[src/logic/memory_space_decoder_defines.vh]
/*
 Address map constants for the memory space decoder and its size
 select registers.
 Assumes: included by the design files by bare name.
*/
`ifndef MEMORY_SPACE_DECODER_DEFINES_VH
`define MEMORY_SPACE_DECODER_DEFINES_VH

// Wishbone register byte offsets
`define REG_ROM_SIZE_OFS     4'h0
`define REG_XRAM_SIZE_OFS    4'h4
`define REG_CTRL_OFS         4'h8
`define REG_STATUS_OFS       4'hc

// Size select reset values and encodings
`define ROM_SIZE_RST         8'hcf
`define XRAM_SIZE_RST        8'h0c
`define ROM_SEL_24K          8'hc6
`define ROM_SEL_32K          8'hc8
`define ROM_SEL_48K          8'hcc
`define ROM_SEL_60K          8'hcf
`define XRAM_SEL_NONE        8'h0c
`define XRAM_SEL_1K          8'h0a
`define XRAM_SEL_2K          8'h08
`define XRAM_SEL_4K          8'h04

// Flash top addresses (exclusive) per size
`define ROM_TOP_24K          17'h06000
`define ROM_TOP_32K          17'h08000
`define ROM_TOP_48K          17'h0c000
`define ROM_TOP_60K          17'h0f000

// Expansion RAM bases, all ending at f7ff
`define XRAM_BASE_1K         16'hf400
`define XRAM_BASE_2K         16'hf000
`define XRAM_BASE_4K         16'he800
`define XRAM_END             16'hf7ff

// Fixed regions
`define VECT_END             16'h003f
`define TCALL_BASE           16'h0040
`define TCALL_END            16'h007f
`define OPT_BASE             16'h0080
`define OPT_END              16'h0084
`define SECID_BASE           16'h0085
`define SECID_END            16'h008e
`define BOOT_COPY_OFS        16'h1000
`define FCALL_BASE           16'h0800
`define FCALL_END            16'h0fff
`define BOOT0_END            16'h0fff
`define BANK_BASE            16'h8000
`define BANK_END             16'hbfff
`define HSRAM_BASE           16'hfb00
`define HSRAM_END            16'hfeff
`define REGBANK_BASE         16'hfee0
`define PERIPH_BASE          16'hff00

// Vector addresses
`define VEC_RESET            16'h0000
`define VEC_LOW_VOLT         16'h0004
`define VEC_PIN0             16'h0006
`define VEC_PIN1             16'h0008
`define VEC_PIN5             16'h0010
`define VEC_BREAK            16'h003e

// Control register bit positions
`define CTRL_BANK_LO         0
`define CTRL_BANK_HI         1
`define CTRL_BOOT_LOCK       2
`define CTRL_BANKED          3
`define CTRL_ANALOG          4

`endif

[src/logic/vector_store.v]
/*
 Little vector memory: 32 words of 16 bits, one per vector slot of the
 vector table. Written a byte at a time, read data registered.
 Assumes: single clock, byte address with bit 0 as byte select.
*/
`timescale 1ns/100ps
`default_nettype none
module vector_store (
  // Clock and reset
  input  wire        sys_clk,
  input  wire        arst_n,
  // Byte write port
  input  wire        wr_en,
  input  wire [5:0]  wr_addr,
  input  wire [7:0]  wr_data,
  // Word read port
  input  wire [4:0]  rd_slot,
  output reg  [15:0] rd_word_q
);

  reg [7:0] lo_mem [0:31];
  reg [7:0] hi_mem [0:31];

  always @(posedge sys_clk)
  begin
    if (wr_en && !wr_addr[0])
      lo_mem[wr_addr[5:1]] <= wr_data;
    if (wr_en && wr_addr[0])
      hi_mem[wr_addr[5:1]] <= wr_data;
  end

  // Low byte from even, high byte from odd address
  always @(posedge sys_clk or negedge arst_n)
  begin
    if (!arst_n)
      rd_word_q <= 16'h0000;
    else
      rd_word_q <= {hi_mem[rd_slot], lo_mem[rd_slot]};
  end

endmodule // vector_store
`default_nettype wire

[src/logic/region_select.v]
/*
 Combinational region decode of one 16-bit address against the
 current size settings and the bank page.
 Assumes: size codes come from registers; outputs are registered downstream.
*/
`timescale 1ns/100ps
`default_nettype none
`include "memory_space_decoder_defines.vh"
module region_select (
  // Address and configuration
  input  wire [15:0] addr,
  input  wire [7:0]  rom_size_select,
  input  wire [7:0]  expansion_ram_size_select,
  input  wire        banked,
  input  wire [1:0]  bank_page,
  // Region strobes
  output reg         sel_flash,
  output reg         sel_xram,
  output reg         sel_hsram,
  output reg         sel_periph,
  output reg  [17:0] flash_addr
);

  function [16:0] rom_top;
    input [7:0] code;
    begin
      case (code)
        `ROM_SEL_24K: rom_top = `ROM_TOP_24K;
        `ROM_SEL_32K: rom_top = `ROM_TOP_32K;
        `ROM_SEL_48K: rom_top = `ROM_TOP_48K;
        `ROM_SEL_60K: rom_top = `ROM_TOP_60K;
        default:      rom_top = 17'h00000;
      endcase
    end
  endfunction

  function [16:0] xram_base;
    input [7:0] code;
    begin
      case (code)
        `XRAM_SEL_1K: xram_base = {1'b0, `XRAM_BASE_1K};
        `XRAM_SEL_2K: xram_base = {1'b0, `XRAM_BASE_2K};
        `XRAM_SEL_4K: xram_base = {1'b0, `XRAM_BASE_4K};
        default:      xram_base = 17'h10000;
      endcase
    end
  endfunction

  always @*
  begin
    sel_flash  = ({1'b0, addr} < rom_top(rom_size_select));
    sel_xram   = ({1'b0, addr} >= xram_base(expansion_ram_size_select))
                 && (addr <= `XRAM_END);
    sel_hsram  = (addr >= `HSRAM_BASE) && (addr <= `HSRAM_END);
    sel_periph = (addr >= `PERIPH_BASE);
    flash_addr = {2'b00, addr};
    if (banked && addr >= `BANK_BASE && addr <= `BANK_END)
      flash_addr = {bank_page, 2'b10, addr[13:0]};
  end

endmodule // region_select
`default_nettype wire

[src/logic/memory_space_decoder.v]
/*
 Memory space decoder: size select registers, region decode for the
 core's fetch and data path, vector fetch and boot write protection.
 Assumes: classic Wishbone slave on sys_clk; the core holds its
 request until it sees its answer one cycle later.
*/
// Notes on behaviour
// One flat 64 KB space decoded for fetch and data alike.
// Size registers reset to cf and 0c on every variant.
// Software writes the ROM size before the expansion RAM size.
// Software keeps ROM and expansion RAM regions from overlapping.
// ROM codes c6, c8, cc, cf give 24, 32, 48, 60 KB.
// RAM codes 0c, 0a, 08, 04 give none, 1, 2, 4 KB.
// Banked part uses the 48 KB code and reaches more through banks.
// Banked flash: common 0000-7fff, four 16 KB pages at 8000-bfff.
// Vector table fills 0000 to 003f.
// Vector low byte at even address, high byte at next odd.
// All reset sources use vector 0000; break uses 003e.
// Low-voltage interrupt uses 0004; pin interrupt 0 uses 0006.
// Pin interrupts 1 to 4 use 0008-000e; pin 5 uses 0010.
// 0040 to 007f hold table-call entry addresses.
// Option bytes at 0080-0084, copy at 1080-1084 with boot swap.
// Debug security ID at 0085-008e, copy at 1085-108e with swap.
// 0800 to 0fff reachable as far-area call targets.
// Writes to boot cluster 0 can be blocked by security setting.
// Port 2 analog pins default to analog mode after reset.
// Fetches are addressed by the program counter.
// High-speed RAM at fb00-feff, top 32 bytes are register banks.
// 4 KB expansion RAM at e800-f7ff; smaller sizes start higher.
// ff00 to ffff go to the peripheral register area.
// On reset the program counter loads from 0000 and 0001.
// Addresses outside selected sizes select no internal array.
`timescale 1ns/100ps
`default_nettype none
`include "memory_space_decoder_defines.vh"
module memory_space_decoder (
  // Clock and reset
  input  wire        sys_clk,
  input  wire        arst_n,
  // Wishbone slave
  input  wire        wb_cyc_i,
  input  wire        wb_stb_i,
  input  wire        wb_we_i,
  input  wire [3:0]  wb_adr_i,
  input  wire [3:0]  wb_sel_i,
  input  wire [31:0] wb_dat_i,
  output reg  [31:0] wb_dat_o,
  output reg         wb_ack_o,
  // Core access path
  input  wire        core_req,
  input  wire        core_we,
  input  wire        core_fetch,
  input  wire [15:0] core_addr,
  input  wire [15:0] core_pc,
  input  wire [7:0]  core_wdata,
  // Vector requests
  input  wire        reset_fetch,
  input  wire        power_on_clear,
  input  wire        low_voltage_detector,
  input  wire        watchdog_reset_source,
  input  wire        low_voltage_irq,
  input  wire        software_break,
  input  wire [5:0]  pin_irq,
  // Region selects to the arrays
  output reg         flash_sel_q,
  output reg  [17:0] flash_addr_q,
  output reg         flash_we_q,
  output reg         xram_sel_q,
  output reg         hsram_sel_q,
  output reg         regbank_q,
  output reg         periph_sel_q,
  output reg  [15:0] mem_addr_q,
  output reg         mem_we_q,
  output reg  [7:0]  mem_wdata_q,
  output reg  [3:0]  area_q,
  output reg         write_blocked_q,
  // Vector result
  output reg         vector_valid_q,
  output reg  [15:0] vector_q,
  output reg         pc_load_q,
  // Pin mode
  output reg  [7:0]  port2_analog_pins
);

  localparam AREA_NONE  = 4'h0;
  localparam AREA_VECT  = 4'h1;
  localparam AREA_TCALL = 4'h2;
  localparam AREA_OPT   = 4'h3;
  localparam AREA_SECID = 4'h4;
  localparam AREA_FCALL = 4'h5;
  localparam AREA_FLASH = 4'h6;

  localparam V_IDLE = 2'd0;
  localparam V_READ = 2'd1;
  localparam V_DONE = 2'd2;

  ////////////////////////////////////////////////////////////////////
  // Registers

  reg  [7:0]  rom_size_q;
  reg  [7:0]  xram_size_q;
  reg  [4:0]  ctrl_q;
  reg  [1:0]  vst_q;
  reg  [4:0]  vslot_q;
  reg         vreset_q;
  reg  [3:0]  area_d;
  reg  [4:0]  slot_d;
  reg         vreq_d;

  wire        wb_hit     = wb_cyc_i && wb_stb_i && !wb_ack_o;
  wire        wb_wr      = wb_hit && wb_we_i && wb_sel_i[0];
  wire [15:0] acc_addr   = core_fetch ? core_pc : core_addr;
  wire        sel_flash;
  wire        sel_xram;
  wire        sel_hsram;
  wire        sel_periph;
  wire [17:0] sel_faddr;
  wire [15:0] vword;
  wire        flash_we_ok = !(ctrl_q[`CTRL_BOOT_LOCK]);

  // Copy at offset 1000 is always decoded too, whether or not boot swap is in use
  function in_span;
    input [15:0] a;
    input [15:0] lo;
    input [15:0] hi;
    begin
      in_span = (a >= lo && a <= hi)
        || (a >= lo + `BOOT_COPY_OFS && a <= hi + `BOOT_COPY_OFS);
    end
  endfunction

  function [4:0] vec_slot;
    input [15:0] a;
    begin
      vec_slot = a[5:1];
    end
  endfunction

  // Size registers; order and overlap are software's duty
  always @(posedge sys_clk or negedge arst_n)
  begin
    if (!arst_n)
    begin
      rom_size_q  <= `ROM_SIZE_RST;
      xram_size_q <= `XRAM_SIZE_RST;
      ctrl_q      <= 5'h10;
    end
    else if (wb_wr)
    begin
      case (wb_adr_i)
        `REG_ROM_SIZE_OFS:  rom_size_q  <= wb_dat_i[7:0];
        `REG_XRAM_SIZE_OFS: xram_size_q <= wb_dat_i[7:0];
        `REG_CTRL_OFS:      ctrl_q      <= wb_dat_i[4:0];
        default:            ctrl_q      <= ctrl_q;
      endcase
    end
  end

  // One wait-free answer; unmapped reads return zero
  always @(posedge sys_clk or negedge arst_n)
  begin
    if (!arst_n)
    begin
      wb_ack_o <= 1'b0;
      wb_dat_o <= 32'h00000000;
    end
    else
    begin
      wb_ack_o <= wb_hit;
      case (wb_adr_i)
        `REG_ROM_SIZE_OFS:  wb_dat_o <= {24'h000000, rom_size_q};
        `REG_XRAM_SIZE_OFS: wb_dat_o <= {24'h000000, xram_size_q};
        `REG_CTRL_OFS:      wb_dat_o <= {27'h0000000, ctrl_q};
        `REG_STATUS_OFS:    wb_dat_o <= {16'h0000, vector_q};
        default:            wb_dat_o <= 32'h00000000;
      endcase
    end
  end

  ////////////////////////////////////////////////////////////////////
  // Region decode

  region_select u_region (
    .addr                      (acc_addr),
    .rom_size_select           (rom_size_q),
    .expansion_ram_size_select (xram_size_q),
    .banked                    (ctrl_q[`CTRL_BANKED]),
    .bank_page                 (ctrl_q[`CTRL_BANK_HI:`CTRL_BANK_LO]),
    .sel_flash                 (sel_flash),
    .sel_xram                  (sel_xram),
    .sel_hsram                 (sel_hsram),
    .sel_periph                (sel_periph),
    .flash_addr                (sel_faddr)
  );

  always @*
  begin
    area_d = AREA_NONE;
    if (!sel_flash)
      area_d = AREA_NONE;
    else if (acc_addr <= `VECT_END)
      area_d = AREA_VECT;
    else if (acc_addr >= `TCALL_BASE && acc_addr <= `TCALL_END)
      area_d = AREA_TCALL;
    else if (in_span(acc_addr, `OPT_BASE, `OPT_END))
      area_d = AREA_OPT;
    else if (in_span(acc_addr, `SECID_BASE, `SECID_END))
      area_d = AREA_SECID;
    else if (acc_addr >= `FCALL_BASE && acc_addr <= `FCALL_END)
      area_d = AREA_FCALL;
    else
      area_d = AREA_FLASH;
  end

  always @(posedge sys_clk or negedge arst_n)
  begin
    if (!arst_n)
    begin
      flash_sel_q     <= 1'b0;
      flash_addr_q    <= 18'h00000;
      flash_we_q      <= 1'b0;
      xram_sel_q      <= 1'b0;
      hsram_sel_q     <= 1'b0;
      regbank_q       <= 1'b0;
      periph_sel_q    <= 1'b0;
      mem_addr_q      <= 16'h0000;
      mem_we_q        <= 1'b0;
      mem_wdata_q     <= 8'h00;
      area_q          <= 4'h0;
      write_blocked_q <= 1'b0;
    end
    else
    begin
      flash_sel_q  <= core_req && sel_flash;
      flash_addr_q <= sel_faddr;
      flash_we_q   <= core_req && core_we && sel_flash
        && !(ctrl_q[`CTRL_BOOT_LOCK] && acc_addr <= `BOOT0_END);
      write_blocked_q <= core_req && core_we && sel_flash
        && ctrl_q[`CTRL_BOOT_LOCK] && acc_addr <= `BOOT0_END;
      xram_sel_q   <= core_req && sel_xram && !sel_flash;
      hsram_sel_q  <= core_req && sel_hsram;
      regbank_q    <= core_req && acc_addr >= `REGBANK_BASE
                      && acc_addr <= `HSRAM_END;
      periph_sel_q <= core_req && sel_periph;
      mem_addr_q   <= acc_addr;
      mem_we_q     <= core_req && core_we;
      mem_wdata_q  <= core_wdata;
      area_q       <= core_req ? area_d : AREA_NONE;
    end
  end

  ////////////////////////////////////////////////////////////////////
  // Vector fetch

  // Reset sources win, then break, low-voltage, pin 0, pin 5, then pins 1 to 4 in order
  always @*
  begin
    vreq_d = 1'b1;
    slot_d = 5'd0;
    if (reset_fetch || power_on_clear || low_voltage_detector
        || watchdog_reset_source)
      slot_d = vec_slot(`VEC_RESET);
    else if (software_break)
      slot_d = vec_slot(`VEC_BREAK);
    else if (low_voltage_irq)
      slot_d = vec_slot(`VEC_LOW_VOLT);
    else if (pin_irq[0])
      slot_d = vec_slot(`VEC_PIN0);
    else if (pin_irq[5])
      slot_d = vec_slot(`VEC_PIN5);
    else if (pin_irq[1])
      slot_d = vec_slot(`VEC_PIN1);
    else if (pin_irq[2])
      slot_d = vec_slot(`VEC_PIN1) + 5'd1;
    else if (pin_irq[3])
      slot_d = vec_slot(`VEC_PIN1) + 5'd2;
    else if (pin_irq[4])
      slot_d = vec_slot(`VEC_PIN1) + 5'd3;
    else
      vreq_d = 1'b0;
  end

  vector_store u_vectors (
    .sys_clk   (sys_clk),
    .arst_n    (arst_n),
    .wr_en     (core_req && core_we && sel_flash && acc_addr <= `VECT_END
                && flash_we_ok),
    .wr_addr   (acc_addr[5:0]),
    .wr_data   (core_wdata),
    .rd_slot   (vslot_q),
    .rd_word_q (vword)
  );

  always @(posedge sys_clk or negedge arst_n)
  begin
    if (!arst_n)
    begin
      vst_q          <= V_IDLE;
      vslot_q        <= 5'd0;
      vreset_q       <= 1'b0;
      vector_valid_q <= 1'b0;
      vector_q       <= 16'h0000;
      pc_load_q      <= 1'b0;
    end
    else
    begin
      vector_valid_q <= 1'b0;
      pc_load_q      <= 1'b0;
      case (vst_q)
        V_IDLE:
        begin
          if (vreq_d)
          begin
            vslot_q  <= slot_d;
            vreset_q <= (slot_d == 5'd0);
            vst_q    <= V_READ;
          end
        end
        V_READ:
          vst_q <= V_DONE;
        V_DONE:
        begin
          vector_q       <= vword;
          vector_valid_q <= 1'b1;
          pc_load_q      <= vreset_q;
          vst_q          <= V_IDLE;
        end
        default:
          vst_q <= V_IDLE;
      endcase
    end
  end

  ////////////////////////////////////////////////////////////////////
  // Port 2 mode: analog after reset, software may switch to digital

  always @(posedge sys_clk or negedge arst_n)
  begin
    if (!arst_n)
      port2_analog_pins <= 8'hff;
    else
      port2_analog_pins <= {8{ctrl_q[`CTRL_ANALOG]}};
  end

endmodule // memory_space_decoder
`default_nettype wire

[config.mk]
export PLATFORM = sky130hd
export DESIGN_NAME = memory_space_decoder
export DESIGN_NICKNAME = d
export VERILOG_FILES = /design/src/logic/vector_store.v /design/src/logic/region_select.v /design/src/logic/memory_space_decoder.v
export VERILOG_INCLUDE_DIRS = /design/src /design/src/logic
export SDC_FILE = /design/constraint.sdc
export NUM_CORES = 1
export LEC_CHECK = 0
export BUFFER_PORTS_ARGS = -buffer_cell sky130_fd_sc_hd__buf_2
export CORE_UTILIZATION = 35
export CTS_CLUSTER_DIAMETER = 100
export DETAILED_ROUTE_END_ITERATION = 8
export SYNTH_ARGS = -nofsm -noshare
export SYNTH_HDL_FRONTEND = slang
export SYNTH_SLANG_ARGS = --single-unit
[constraint.sdc]
create_clock -name sys_clk -period 7.5 [get_ports sys_clk]
set_clock_uncertainty 0.05 [all_clocks]
set_input_delay 2.25 -clock sys_clk [delete_from_list [all_inputs] [get_ports sys_clk]]
set_output_delay 2.25 -clock sys_clk [all_outputs]
set_load 0.02 [all_outputs]
# [Word level (Yosys, flattened, before mapping)]
# Memories as Yosys holds them, arrays and structs flattened. A register that Yosys moved wholly into a read port is not among the register bits.
# Cells that the tools add are included.
[word_totals] ff_bits=135 latchBits=0 ram_bits=512 romBits=0 input_bits=100 out_inout_bits=113 wordCells=149 n_memories=2
[classes] n_addsub=0 mul=0 n_div=0 order_cmp=22 eq_ne=13 shift=0 muxes=38 bitwise_logic=0 n_reduce_logical=50
[memory_table] memory="u_vectors.hi_mem" words=32 word_bits=8 rd=1 rd_ports_with_merged_regs=1 wr=1 line_no="vector_store.v:22" text="reg [7:0] hi_mem [0:31];"
[memory_table] memory="u_vectors.lo_mem" words=32 word_bits=8 rd=1 rd_ports_with_merged_regs=1 wr=1 line_no="vector_store.v:21" text="reg [7:0] lo_mem [0:31];"
[ops] op="16-bit case mux with 4 select lines" count=2
[ops] op="16-bit >= comparator (second input constant)" count=4
[ops] op="17-bit case mux with 3 select lines" count=1
[ops] op="16-bit less-or-equal comparator (second input constant)" count=3
[ops] op="8-bit equality test (second input constant)" count=4
[ops] op="16-bit by 13-bit >= comparator with 1-bit output (second input constant)" count=2
[ops] op="16-bit by 8-bit >= comparator with 1-bit output (second input constant)" count=2
[ops] op="16-bit by 13-bit less-or-equal comparator with 1-bit output (second input constant)" count=2
[ops] op="16-bit by 8-bit less-or-equal comparator with 1-bit output (second input constant)" count=2
[ops] op="1-bit logical AND" count=31
[ops] op="3-bit 2-to-1 mux" count=8
[ops] op="18-bit 2-to-1 mux" count=1
[ops] op="16-bit by 17-bit >= comparator with 1-bit output" count=1
[ops] op="8-bit by 4-bit equality test with 1-bit output (second input constant)" count=2
[ops] op="16-bit by 12-bit >= comparator with 1-bit output (second input constant)" count=1
[ops] op="16-bit by 7-bit >= comparator with 1-bit output (second input constant)" count=1
[ops] op="16-bit by 12-bit less-or-equal comparator with 1-bit output (second input constant)" count=1
[ops] op="16-bit by 6-bit less-or-equal comparator with 1-bit output (second input constant)" count=1
[ops] op="16-bit by 7-bit less-or-equal comparator with 1-bit output (second input constant)" count=1
[ops] op="16-bit less-than comparator" count=1
[ops] op="16-bit 2-to-1 mux" count=1
[ops] op="4-bit 2-to-1 mux" count=4
[ops] op="1-bit 2-to-1 mux" count=15
[ops] op="5-bit 2-to-1 mux" count=2
[ops] op="14 further kinds" count=30

# [Longest topological paths before layout]
[depth] ltp_word=11 ltp_mapped=11 mapped_depth_nobuf=9

# [By module]
# Synthesis repeated with hierarchy kept, for this count alone.
[unflattened] cells_unflattened=1595 hier_area_um2=25988.7
[by_module_without_submodules] mod="vector_store" instances=1 cells_each=1188 area_per_inst_um2=20784.9
[by_module_without_submodules] mod="memory_space_decoder" instances=1 cells_each=337 area_per_inst_um2=4669.5
[by_module_without_submodules] mod="region_select" instances=1 cells_each=70 area_per_inst_um2=534.3

# [Least setup slack after synthesis]
# OpenSTA, ideal clock, no wires.
[synth_timing] path_kind="input to register" start="in core_fetch" end="mem u_vectors.hi_mem[13][0] (enable)" setup_time_ns=0.370 arrival_ns=4.720 t_required_ns=7.080 setup_slack_ns=2.360 cell_stages=9 path_buffers=3 cell_sequence="buf_6 buf_2 buf_2 mux2_2 ha_1 and3_1 a211oi_2 nand4_1 nor2_1"
[synth_between] elab_chain_cells=8 elab_cells_between_ends=9 cone_classes="order compare: 2; mux: 3; reduce/logical: 4"
[synth_lines] item="start: declaration" line_no="memory_space_decoder.v:52" text="input wire core_fetch,"
[synth_lines] item="16-bit 2-to-1 mux (*)" line_no="memory_space_decoder.v:112" text="wire [15:0] acc_addr = core_fetch ? core_pc : core_addr;"
[synth_lines] item="net acc_addr[15]" line_no="memory_space_decoder.v:112"
[synth_lines] item="16-bit less-than comparator" line_no="region_select.v:51" text="sel_flash = ({1'b0, addr} < rom_top(rom_size_select));"
[synth_lines] item="1-bit logical AND" line_no="memory_space_decoder.v:286" text=".wr_en (core_req && core_we && sel_flash && acc_addr <= `VECT_END"
[synth_lines] item="1-bit logical AND (no line) (*)"
[synth_lines] item="1-bit logical AND (*)" line_no="memory_space_decoder.v:286"
[synth_lines] item="1-bit logical AND (*)" line_no="vector_store.v:28" text="if (wr_en && wr_addr[0])"
[synth_lines] item="1-bit 2-to-1 mux (*)" line_no="vector_store.v:28"
[synth_lines] item="1-bit 2-to-1 mux (implied by the code) (*)" line_no="vector_store.v:29" text="hi_mem[wr_addr[5:1]] <= wr_data;"
[synth_lines] item="end: declaration" line_no="vector_store.v:22"
# Mark *: on every way through the listed nets, which the timed path passes. The rest lies on a longest branch.

# [Final worst setup path]
[layout_timing] start="in core_fetch" end="mem u_vectors.hi_mem[4][7] (enable)"
# The elaborated chain is that of the path after synthesis.

==> summary.txt <==
Synth
  • Part of the Yosys area used for sequential elements: 0.7268
  • Post-synth EDFFs: about 510
  • Area share of the largest cell type after synthesis: 0.6076
  • Synthesized instance count: 1419
  • Main synth FF type: edfxtp_1
  • Post-synth top cells: edfxtp_1, mux4_2, dfrtp_1, nor2_1, mux2_2
  • Yosys top cell by area: edfxtp_1
  • Post-synth ARST share: 0.1899
  • Register bit total from synthesis: 632
  • Yosys warns: 0
  • Synth cell types: 61
  • Cell with the most instances after synthesis: edfxtp_1
  • Post-synthesis area per instance: 17.83 um^2
  • Mapped Area: between 20000 and 30000 um^2
  • Synth area leaders: edfxtp_1, dfrtp_1, mux4_2, mux2_2, mux2i_1

Hold path
  • HP Start: ctrl_q[4]
  • Class of the worst hold path: reg2reg
  • Hold path cells: 0
  • Worst Hold End: port2_analog_pins[0]

Run status
  • Status: finished clean

Timing
  • Fmax: 178.7 MHz
  • Slew margin rel.: 0.2417
  • Final Slew Violations: 0
  • RSZ-0062 raised after global routing: no
  • Final setup vio count: 0
  • Final hold violation count: 0
  • Setup_tns: 0 ps
  • Worst Max-Slew Pin Slew: approximately 1100 ps
  • Fin crit share: 0.7461
  • Min Tclk post-route: 5596 ps

Critical path
  • CP Capture Type: flop
  • Path depth of the worst reg2reg path: 8
  • Reg-to-Reg End: u_vectors.hi_mem[4][7]
  • Critical path class: in2reg
  • Worst Setup Start Kind: primary input
  • Worst R2R Setup Slack: 2730 ps
  • Arrival @ worst endpoint: 5790 ps
  • CP max FO: 20
  • Worst EP required: 7690 ps
  • Worst reg2reg path startpoint: rom_size_q[7]

Final layout
  • Share of layout cells above drive strength 1: 0.3189
  • Fillers: around 6.4k
  • Footprint of the multi-input gates: 6361 um^2
  • Synthesis-to-finish area growth: 15.04%
  • Final instance area: 29110 um^2
  • Final Non-Filler Cells: 2596
  • Register area: ~18000 um^2
  • NumNets Final: ~1.7k

Drt
  • DRC viols: 0
  • 1st-pass router iterations: 5
  • Final WL: between 50 and 60 mm
  • Post-detailed-route count of antenna-violating nets: 0
  • Via count: approximately 13k
  • Iter 0 DRT Violations: 1178
  • Wire per inst: 22.46 um
  • Vias per cell: roughly 5

Floorplan
  • Die height: between 200 and 300 um
  • Initial Util: 0.3540
  • Die ar.: 73380 um^2
  • Number of I/O pins: 213
  • Rows: around 100
  • Die X: 270.9 um
  • Core Box Area: 71490 um^2

Clocking
  • Worst-path clk slew: 60 ps
  • CTS Buf Count: 60
  • H-tree Lvls: 2
  • CTS resizes: 0
  • Cts hold-fix bufs: 0
  • CTS sink count: approximately 630
  • Clock latency at the later pin of the worst-skew pair: 630 ps
  • Post-CTS setup buffer count: 0
  • Maximum root-to-sink buffer count: 3
  • CTS tree: yes
  • Root buffer cell: clkbuf_16

Global route
  • Global-route wire length before repair: 86.96 mm
  • Gr usage total: 0.1581
  • Largest net degree at the start of global routing: 146
  • Vias in the first global route: 13.60k
  • Initial antenna violation count: 5
  • GR Overflow Total: 0

Placement
  • GP Congestion: just over 0.8
  • DP Wirelength: 36.76 mm
  • Post-placement cell area: around 27000 um^2
  • Number of instances in the placed design: around 2.5k
  • # port buffers: 168

Run
  • Max-cap violations: 0

Pwr
  • P_leak: slightly below 0.01 uW
  • Cell Pwr Density: 281.8 nW/um^2
  • Peak supply drop: about 0.00018 V
## worst max-delay path by stage
stage                                   end  slack (ps)  startpoint
finish               u_vectors.hi_mem[4][7]        1900  core_fetch
floorplan           u_vectors.hi_mem[13][0]        2360  core_fetch
CTS                  u_vectors.hi_mem[6][4]        2010  core_fetch
global route         u_vectors.hi_mem[8][2]        1760  core_fetch
global placement     u_vectors.hi_mem[4][7]        1380  core_fetch
detailed placement   u_vectors.hi_mem[6][0]        1340  core_fetch
## stage by stage
stage	hold slack, ps	util	power, uW	setup slack (ps)
after floorplan	307.8	-	4762	2360
after global placement	312.7	0.3787	5170	1381
after detailed placement	313.4	0.3787	5185	1345
after CTS	322.1	0.4071	8287	2012
after global routing	331.2	0.4071	8486	1758
final	321.1	0.4072	8204	1904
## layout by cell type, fill, tap and decap left out, drive strengths merged, types with 4 or more instances in the layout
| master | n |
|---|---|
| nor2 | 97 |
| dfstp | 10 |
| bufinv | 10 |
| o21ai | 60 |
| nor2b | 14 |
| a21oi | 58 |
| or2 | 19 |
| clkinvlp | 8 |
| nor4 | 7 |
| edfxtp | 512 |
| mux2i | 43 |
| clkinv | 23 |
| mux2 | 75 |
| dfrtp | 110 |
| nand2 | 51 |
| inv | 19 |
| nand3 | 16 |
| nand2b | 5 |
| conb | 17 |
| mux4 | 117 |
| o211ai | 4 |
| nand4 | 7 |
| clkbuf | 70 |
| nor3 | 8 |
| buf | 195 |
| a31oi | 21 |
| ha | 10 |
| and2 | 13 |
## worst max-delay path, stage by stage
cell and delay (ps):
buf_2 350, mux2_2 440, ha_1 320, a21o_1 160
a21o_1 210, a211oi_2 380, nand3_1 740, nor2_1 910
## layer usage
layer	GRT usage	up-vias	routed length, um
met5	0	-	45
met4	0.04728	6	1291
met3	0.03382	94	3930
met2	0.2624	498	28430
met1	0.2076	6717	24600
li1	-	5864	-
## sequential cells by signal (all words and copies together) (netlist names), 2 cells and up
name and cells:
area_q 3, flash_addr_q 4, u_vectors.lo_mem 256, u_vectors.hi_mem 256, wb_dat_o 16, u_vectors.rd_word_q 16
ctrl_q 5, mem_addr_q 16, rom_size_q 8, vst_q 2, vector_q 16, xram_size_q 8
vslot_q 5, mem_wdata_q 8
## report_power, final
group          switching [uW]  total, uW  internal (uW)
Sequential               98.5       4020           3920
Clock                    1280       3110           1830
Combinational             642       1080            435
Total                    2020       8200           6180
## logic make-up after synthesis
logic type,Yosys count,synth area share
fa+ha+maj,10,0.004945
buf+inv,117,0.02433
simple gates,255,0.04989
other cells,1,0.0001482
compound gates,166,0.03837
flops,632,0.7268
xor+xnor,3,0.001039
mux,235,0.1545
## layout make-up
cell class	count	share of cell area
Sequential cell	632	0.6321
Multi-Input combinational cell	686	0.2185
Clock buffer	70	0.05360
Tap cell	950	0.04083
Timing Repair Buffer	195	0.03636
Clock inverter	42	0.01603
Inverter	18	0.002321
Antenna cell	3	0.0002579
No activity file was read; power rests on OpenSTA's default activity.
